<file path="src/iodc_pkg.sv">
package iodc_pkg;

    // Register placement on the host bus
    localparam int          ADDR_W           = 8;
    localparam logic [7:0]  CFG_OFFSET       = 8'h54;

    // Field positions inside the configuration word
    localparam int          HOLDOFF_W        = 8;
    localparam int          HOLDOFF_LSB      = 24;
    localparam int          RESTART_BIT      = 14;
    localparam int          ACTIVE_BIT       = 13;
    localparam int          MASTER_BIT       = 12;
    localparam int          ENABLE_BIT       = 8;
    localparam int          POLARITY_BIT     = 4;
    localparam int          BUF_TYPE_BIT     = 0;

    // Values after reset
    localparam logic [7:0]  HOLDOFF_RESET    = 8'h00;
    localparam logic        ENABLE_RESET     = 1'b0;
    localparam logic        POLARITY_RESET   = 1'b0;
    localparam logic        BUF_TYPE_RESET   = 1'b0;
    localparam logic [31:0] RDATA_RESET      = 32'h0000_0000;

    // Hold-off timebase
    localparam int          CLOCK_PERIOD_NS  = 100;
    localparam int          HOLDOFF_UNIT_US  = 10;
    localparam int          HOLDOFF_UNIT_CYCLES = (HOLDOFF_UNIT_US * 1000) / CLOCK_PERIOD_NS;

endpackage : iodc_pkg

</file>
<file path="src/iodc_holdoff_timer.sv">
`timescale 1ns/1ns
`default_nettype none

module iodc_holdoff_timer
    import iodc_pkg::*;
#(
    parameter int UNIT_CYCLES = HOLDOFF_UNIT_CYCLES
) (
    input  wire logic                 clock,
    input  wire logic                 rst_n,
    input  wire logic                 start,
    input  wire logic                 stop,
    input  wire logic [HOLDOFF_W-1:0] interval,
    output logic                      active
);

    localparam int PW = $clog2(UNIT_CYCLES + 1);

    typedef struct packed {
        logic [PW-1:0]        prescale;
        logic [HOLDOFF_W-1:0] units;
        logic                 active;
    } iodc_timer_type;

    iodc_timer_type s_q;
    iodc_timer_type s_d;

    ////////////////////////////////////////////////////////////////////////////////
    // Interval counting: prescaler makes 10 us units, units run up to the interval
    always_comb begin
        s_d = s_q;
        if (stop) begin
            s_d.prescale = '0;
            s_d.units    = '0;
            s_d.active   = 1'b0;
        end else if (start) begin
            s_d.prescale = '0;
            s_d.units    = '0;
            s_d.active   = 1'b1;
        end else if (s_q.active) begin
            if (s_q.prescale == PW'(UNIT_CYCLES - 1)) begin
                s_d.prescale = '0;
                if (s_q.units + 8'h01 >= interval) begin
                    s_d.units  = '0;
                    s_d.active = 1'b0;
                end else begin
                    s_d.units = s_q.units + 8'h01;
                end
            end else begin
                s_d.prescale = s_q.prescale + PW'(1);
            end
        end
    end

    // State register
    always_ff @(posedge clock or negedge rst_n) begin
        if (!rst_n) begin
            s_q <= '0;
        end else begin
            s_q <= s_d;
        end
    end

    assign active = s_q.active;

    ////////////////////////////////////////////////////////////////////////////////
    // Checks
    logic [15:0] tally_q;

    // Counts active cycles since the last start
    always_ff @(posedge clock or negedge rst_n) begin
        if (!rst_n) begin
            tally_q <= 16'h0000;
        end else if (start) begin
            tally_q <= 16'h0000;
        end else if (s_q.active) begin
            tally_q <= tally_q + 16'h0001;
        end
    end
endmodule : iodc_holdoff_timer

`default_nettype wire

</file>
<file path="src/iodc_irq_output.sv">
`timescale 1ns/1ns
`default_nettype none

module iodc_irq_output
    import iodc_pkg::*;
#(
    parameter int UNIT_CYCLES = HOLDOFF_UNIT_CYCLES
) (
    input  wire logic              clock,
    input  wire logic              resetn,
    input  wire logic              soft_reset,
    input  wire logic [ADDR_W-1:0] reg_addr,
    input  wire logic              reg_wr,
    input  wire logic              reg_rd,
    input  wire logic [31:0]       reg_wdata,
    output logic      [31:0]       reg_rdata,
    output logic                   reg_rvalid,
    input  wire logic              irq_internal,
    input  wire logic              power_event_irq,
    output logic                   irq_pin_o,
    output logic                   irq_pin_oe
);

    typedef struct packed {
        logic [HOLDOFF_W-1:0] holdoff_interval;
        logic                 irq_enable;
        logic                 irq_output_polarity;
        logic                 buf_push_pull;
        logic                 holdoff_restart;
        logic                 pin_active;
        logic                 irq_o;
        logic                 irq_oe;
        logic [31:0]          rdata;
        logic                 rvalid;
    } iodc_state_type;

    iodc_state_type s_q;
    iodc_state_type s_d;

    logic rst_meta_q;
    logic rst_n_q;
    logic holdoff_active;
    logic cfg_hit;
    logic deliver;
    logic timer_start;
    logic timer_stop;

    ////////////////////////////////////////////////////////////////////////////////
    // Reset release through two flip-flops
    always_ff @(posedge clock or negedge resetn) begin
        if (!resetn) begin
            rst_meta_q <= 1'b0;
            rst_n_q    <= 1'b0;
        end else begin
            rst_meta_q <= 1'b1;
            rst_n_q    <= rst_meta_q;
        end
    end

    ////////////////////////////////////////////////////////////////////////////////
    // Delivery and interval control
    assign cfg_hit = (reg_addr == CFG_OFFSET);

    assign deliver = s_q.irq_enable
                     & ((irq_internal & ~holdoff_active) | power_event_irq);

    assign timer_start = s_q.holdoff_restart | (s_q.pin_active & ~deliver);

    assign timer_stop = (s_q.holdoff_interval == HOLDOFF_RESET);

    iodc_holdoff_timer #(
        .UNIT_CYCLES (UNIT_CYCLES)
    ) u_timer (
        .clock    (clock),
        .rst_n    (rst_n_q),
        .start    (timer_start),
        .stop     (timer_stop),
        .interval (s_q.holdoff_interval),
        .active   (holdoff_active)
    );

    ////////////////////////////////////////////////////////////////////////////////
    // Next state: register writes, reads and pin drive
    always_comb begin
        s_d                 = s_q;
        s_d.holdoff_restart = 1'b0;
        s_d.rvalid          = reg_rd;
        s_d.rdata           = RDATA_RESET;
        if (reg_wr && cfg_hit) begin
            s_d.holdoff_interval    = reg_wdata[HOLDOFF_LSB +: HOLDOFF_W];
            s_d.irq_enable          = reg_wdata[ENABLE_BIT];
            s_d.irq_output_polarity = reg_wdata[POLARITY_BIT];
            s_d.buf_push_pull       = reg_wdata[BUF_TYPE_BIT];
            s_d.holdoff_restart     = reg_wdata[RESTART_BIT];
        end
        // Soft reset leaves polarity and buffer type alone
        if (soft_reset) begin
            s_d.holdoff_interval = HOLDOFF_RESET;
            s_d.irq_enable       = ENABLE_RESET;
            s_d.holdoff_restart  = 1'b0;
        end
        if (reg_rd && cfg_hit) begin
            s_d.rdata[HOLDOFF_LSB +: HOLDOFF_W] = s_q.holdoff_interval;
            s_d.rdata[ACTIVE_BIT]   = holdoff_active;
            s_d.rdata[MASTER_BIT]   = irq_internal;
            s_d.rdata[ENABLE_BIT]   = s_q.irq_enable;
            s_d.rdata[POLARITY_BIT] = s_q.irq_output_polarity;
            s_d.rdata[BUF_TYPE_BIT] = s_q.buf_push_pull;
        end
        s_d.pin_active = deliver;
        if (s_q.buf_push_pull) begin
            s_d.irq_oe = 1'b1;
            s_d.irq_o  = s_q.irq_output_polarity ~^ deliver;
        end else begin
            s_d.irq_oe = deliver;
            s_d.irq_o  = 1'b0;
        end
    end

    // State register
    always_ff @(posedge clock or negedge rst_n_q) begin
        if (!rst_n_q) begin
            s_q.holdoff_interval    <= HOLDOFF_RESET;
            s_q.irq_enable          <= ENABLE_RESET;
            s_q.irq_output_polarity <= POLARITY_RESET;
            s_q.buf_push_pull       <= BUF_TYPE_RESET;
            s_q.holdoff_restart     <= 1'b0;
            s_q.pin_active          <= 1'b0;
            s_q.irq_o               <= 1'b0;
            s_q.irq_oe              <= 1'b0;
            s_q.rdata               <= RDATA_RESET;
            s_q.rvalid              <= 1'b0;
        end else begin
            s_q <= s_d;
        end
    end

    assign reg_rdata  = s_q.rdata;
    assign reg_rvalid = s_q.rvalid;
    assign irq_pin_o  = s_q.irq_o;
    assign irq_pin_oe = s_q.irq_oe;
endmodule : iodc_irq_output

`default_nettype wire

</file>
<file path="config.mk">
export PLATFORM = sky130hd
export DESIGN_NAME = iodc_irq_output
export DESIGN_NICKNAME = d
export VERILOG_FILES = /design/src/iodc_pkg.sv /design/src/iodc_holdoff_timer.sv /design/src/iodc_irq_output.sv
export SDC_FILE = /design/constraint.sdc
export NUM_CORES = 1
export LEC_CHECK = 0
export BUFFER_PORTS_ARGS = -buffer_cell sky130_fd_sc_hd__buf_2
export CAP_MARGIN = 20
export CORE_ASPECT_RATIO = 0.75
export CORE_UTILIZATION = 54
export CTS_CLUSTER_SIZE = 16
export DETAILED_ROUTE_END_ITERATION = 16
export PLACE_DENSITY = 0.8
export SYNTH_ARGS = -nofsm -noshare
export SYNTH_HDL_FRONTEND = slang
export SYNTH_HIERARCHICAL = 1
export SYNTH_SLANG_ARGS = --single-unit
</file>
<file path="constraint.sdc">
create_clock -name clock -period 2.1 [get_ports clock]
set_input_delay 0.105 -clock clock [delete_from_list [all_inputs] [get_ports clock]]
set_output_delay 0.105 -clock clock [all_outputs]
set_load 0.1 [all_outputs]
</file>
==> results_dict.tcl <==
set metrics [dict create \
    status "finished with violations" \
    violations "negative setup slack" \
    pin_count 82 \
    start_util_pct 58.9 \
    vias_per_cell 5.14 \
    leakagePower_nw 1.57 \
    register_area_um2 1180 \
    cp_max_fo 4 \
    vdd_ir_drop_max_mv 0.463 \
    dp.final_hpwl_um 3400 \
    clkSinkCount 47 \
    grt_pass1_vias 1734 \
    num_antenna_cells 0 \
    synth-seq-cells 47 \
    drcViolationCount 0 \
    cts_made_buffers 5 \
    cp-start-kind "register" \
    p_per_area_nw_per_um2 566 \
    h-tree-depth 2 \
    placed_cells 333 \
    gp_congestion 0.839 \
    post-route-util_pct 70.7 \
    clk_latency_ns 0.31 \
    skew_ns 0.00898 \
    multi_input_area_um2 1230 \
    maxSlewHeadroom_pct 56.6 \
    hold_slack_ns 0.0181 \
    crit_buf_inv 0 \
    postRouteAntennaNets 0 \
    crit_path_end_kind "register" \
    core_area_um2 4230 \
    mappedNetlistArea_um2 2490 \
    ys_async_sr_fraction_pct 100 \
    yosysWarnings 6 \
    finalHoldViolCount 0 \
    drive_gt1_share_pct 36.3 \
    track_usage_pct 21.7 \
    path_clk_slew_ns 0.09 \
    crit_family "simple AND/OR/NAND/NOR gates" \
    synthDistinctLibCells 40 \
    drv_cap 0 \
    nFillCells 301 \
    vias 1785 \
    layout_setup_ws_ns -0.303 \
    area_delta_synth_final_pct 20.0 \
    cts_tree "done" \
    die-area_um2 4890 \
    ys.flop_type "dfrtp_1" \
    grt_max_degree 46 \
    slew_violations 0 \
    path_class "reg -> reg" \
    critPathMaxStageDelay_ns 0.47 \
    required_ns 2.33 \
    fmax_ghz 0.416 \
    die_w_um 80.4 \
    grt_pass1_wl_um 7840 \
    critPathArrivalTime_ns 2.63 \
    antenna_found_initial 0 \
    dr.pass1.iters 4 \
    rsz0062_at_grt "true" \
    root_buffer "clkbuf_8" \
    fin_crit_sh_pct 114 \
    nNetsFinal 348 \
    cts_buffer_depth 2 \
    stdcell_count 347 \
    drt_wl_total_um 4870 \
    wl_per_cell_um 14.0 \
    synth_area_per_cell_um2 10.4 \
    die_y_um 60.8 \
    grt_overflow 0 \
    rows 20 \
    cp_slowest_cell "or4_1" \
    worstMarginPinSlew_ns 0.648 \
    crit_chain "and3_4 > nand3_4 > nor2_4 > xor2_2 > ha_2 > a41oi_2 > a21oi_2 > a21o_1 > or4_1 > a31oi_1" \
    min_path_type "in -> reg" \
    setup_violations 8 \
    dp_slack_ns -0.298 \
    ys_seq_area_share_pct 47.2 \
    drt_iter0_markers 58 \
    synth-edff-count 0 \
    syn_inst 239 \
    period_needed_ns 2.40 \
    port_buffers 42 \
]
[cell families (layout without fill, tap and decap cells)]
logic type | after synthesis | in the layout | synth area share, %
AOI/OAI and AO/OA | 30 | 30 | 7.33
xor gates and xnor gates | 9 | 9 | 3.16
adders and majority gates | 10 | 10 | 5.02
buffers and inverters | 47 | 82 | 12.2
DFF | 47 | 47 | 47.2
muxes | 13 | 13 | 5.37
other | 2 | 20 | 0.301
and+or+nand+nor | 81 | 81 | 19.4
[state kept, by name (all words and copies together), names as in the netlist]
name and count:
reg_rdata 13, u_timer/s_q 15, irq_pin_o 1, rst_meta_q 1, rst_n_q 1, s_q 13, u_timer/active 1, reg_rvalid 1
irq_pin_oe 1
[power breakdown]
group | leakage (nW) | internal, W | total (W) | switching, W
Clock | 0.0483 | 0.000235 | 0.000545 | 0.000311
Combinational | 0.872 | 0.0000311 | 0.000234 | 0.000203
Sequential | 0.648 | 0.000911 | 0.000914 | 0.00000282
[cell type report]
cell class / count / share of cell area [%]
Clock buffer: 5 / 2.30
Clock inverter: 3 / 0.628
Inverter: 10 / 1.26
Multi-Input combinational cell: 163 / 41.2
Sequential cell: 47 / 39.4
Tap cell: 55 / 2.30
Timing Repair Buffer: 64 / 13.0
[cell usage after synthesis (all sizes together), types with 2 or more instances]
cell type  number  share of area, %
inv            10               1.5
nor2           20               3.0
and2           14               3.5
clkbuf          3              0.50
nand3          15               3.2
dfrtp          47                47
mux2            3               1.4
nor3b           2              0.80
mux2i          10               4.0
a22o            3               1.1
a21o            2              0.60
o21ai           7               1.4
conb            2              0.30
a21oi          12               2.4
or4             3              0.90
nor4b           2               1.9
and3            6               1.5
xnor2           5               1.8
xor2            4               1.4
nor2b           2              0.50
a211oi          2              0.60
ha             10               5.0
nand2          11               1.7
buf            34                10
[final timing paths]
check / start / end / slack [ns] / depth (start not counted)
hold reg to reg: rst_n_q$_DFF_PN0_ / s_q[47]$_DFFE_PN0P_ / 0.33 / 1
setup reg to reg: u_timer/s_q[1]$_DFFE_PN0P_ / u_timer/s_q[6]$_DFFE_PN0P_ / -0.30 / 10
min in group asynchronous: resetn / rst_n_q$_DFF_PN0_ / 0.10 / 2
setup / recovery: u_timer/s_q[1]$_DFFE_PN0P_ / u_timer/s_q[6]$_DFFE_PN0P_ / -0.30 / 10
hold / removal: irq_internal / reg_rdata[12]$_DFF_PN0_ / 0.02 / 2
max in group asynchronous: rst_n_q$_DFF_PN0_ / u_timer/s_q[6]$_DFFE_PN0P_ / 1.38 / 1
[worst reg2reg max path, stage by stage (launching register included)]
cell and delay (ns):
dfrtp_1 0.43, and3_4 0.22, nand3_4 0.11, nor2_4 0.12
xor2_2 0.17, ha_2 0.31, a41oi_2 0.14, a21oi_2 0.05
a21o_1 0.17, or4_1 0.47, a31oi_1 0.14
[per-stage QoR]
stage | area (um^2) | power [W] | TNS, ns
floorplan | 2590 | 0.00115 | -0.220
global placement | 2730 | 0.00116 | -0.398
detailed placement | 2730 | 0.00116 | -0.898
CTS | 2920 | 0.00170 | -0.589
global route | 2990 | 0.00176 | -1.89
finish | 2990 | 0.00169 | -0.739
[routing by layer]
layer	wire length (um)	global-route usage (%)	share of wire [%]
met5	0	0	0
met4	59	7.65	1.2
met3	146	4.96	3.0
met2	2460	37.7	51
met1	2200	27.1	45
[placed cells by master, fill, tap and decap left out, types with 2 or more instances in the layout]
cell type      Yosys  final
dfrtp_1           47     46
buf_2              0     42
conb_1             2     20
nor2_1            20     18
buf_4             32     18
and2_1            14     14
nand2_1           11     11
inv_1             10     10
mux2i_1           10     10
nand3_1           14      8
a21oi_1           12      7
ha_1              10      7
and3_1             6      5
nand3_2            1      5
clkbuf_8           0      5
a21oi_2            0      5
xnor2_1            5      4
o21ai_1            3      3
or4_1              3      3
mux2_2             3      3
o21ai_0            4      3
a22o_1             3      3
nor4b_4            2      2
nor2b_1            2      2
a21o_1             2      2
xor2_1             4      2
clkinv_2           0      2
dlygate4sd3_1      0      2
nand3_4            0      2
nor2_4             0      2
xor2_2             0      2
ha_2               0      2
buf_6              1      2
[timing repair]
action,CTS,global route
setup buffers,4,0
resized for setup,13,14
pin swaps,9,4
endpoints found under the setup margin,8,9
hold buffers,2,0
hold endpoints to repair,3,0
Power figures use the tool's default switching activity.
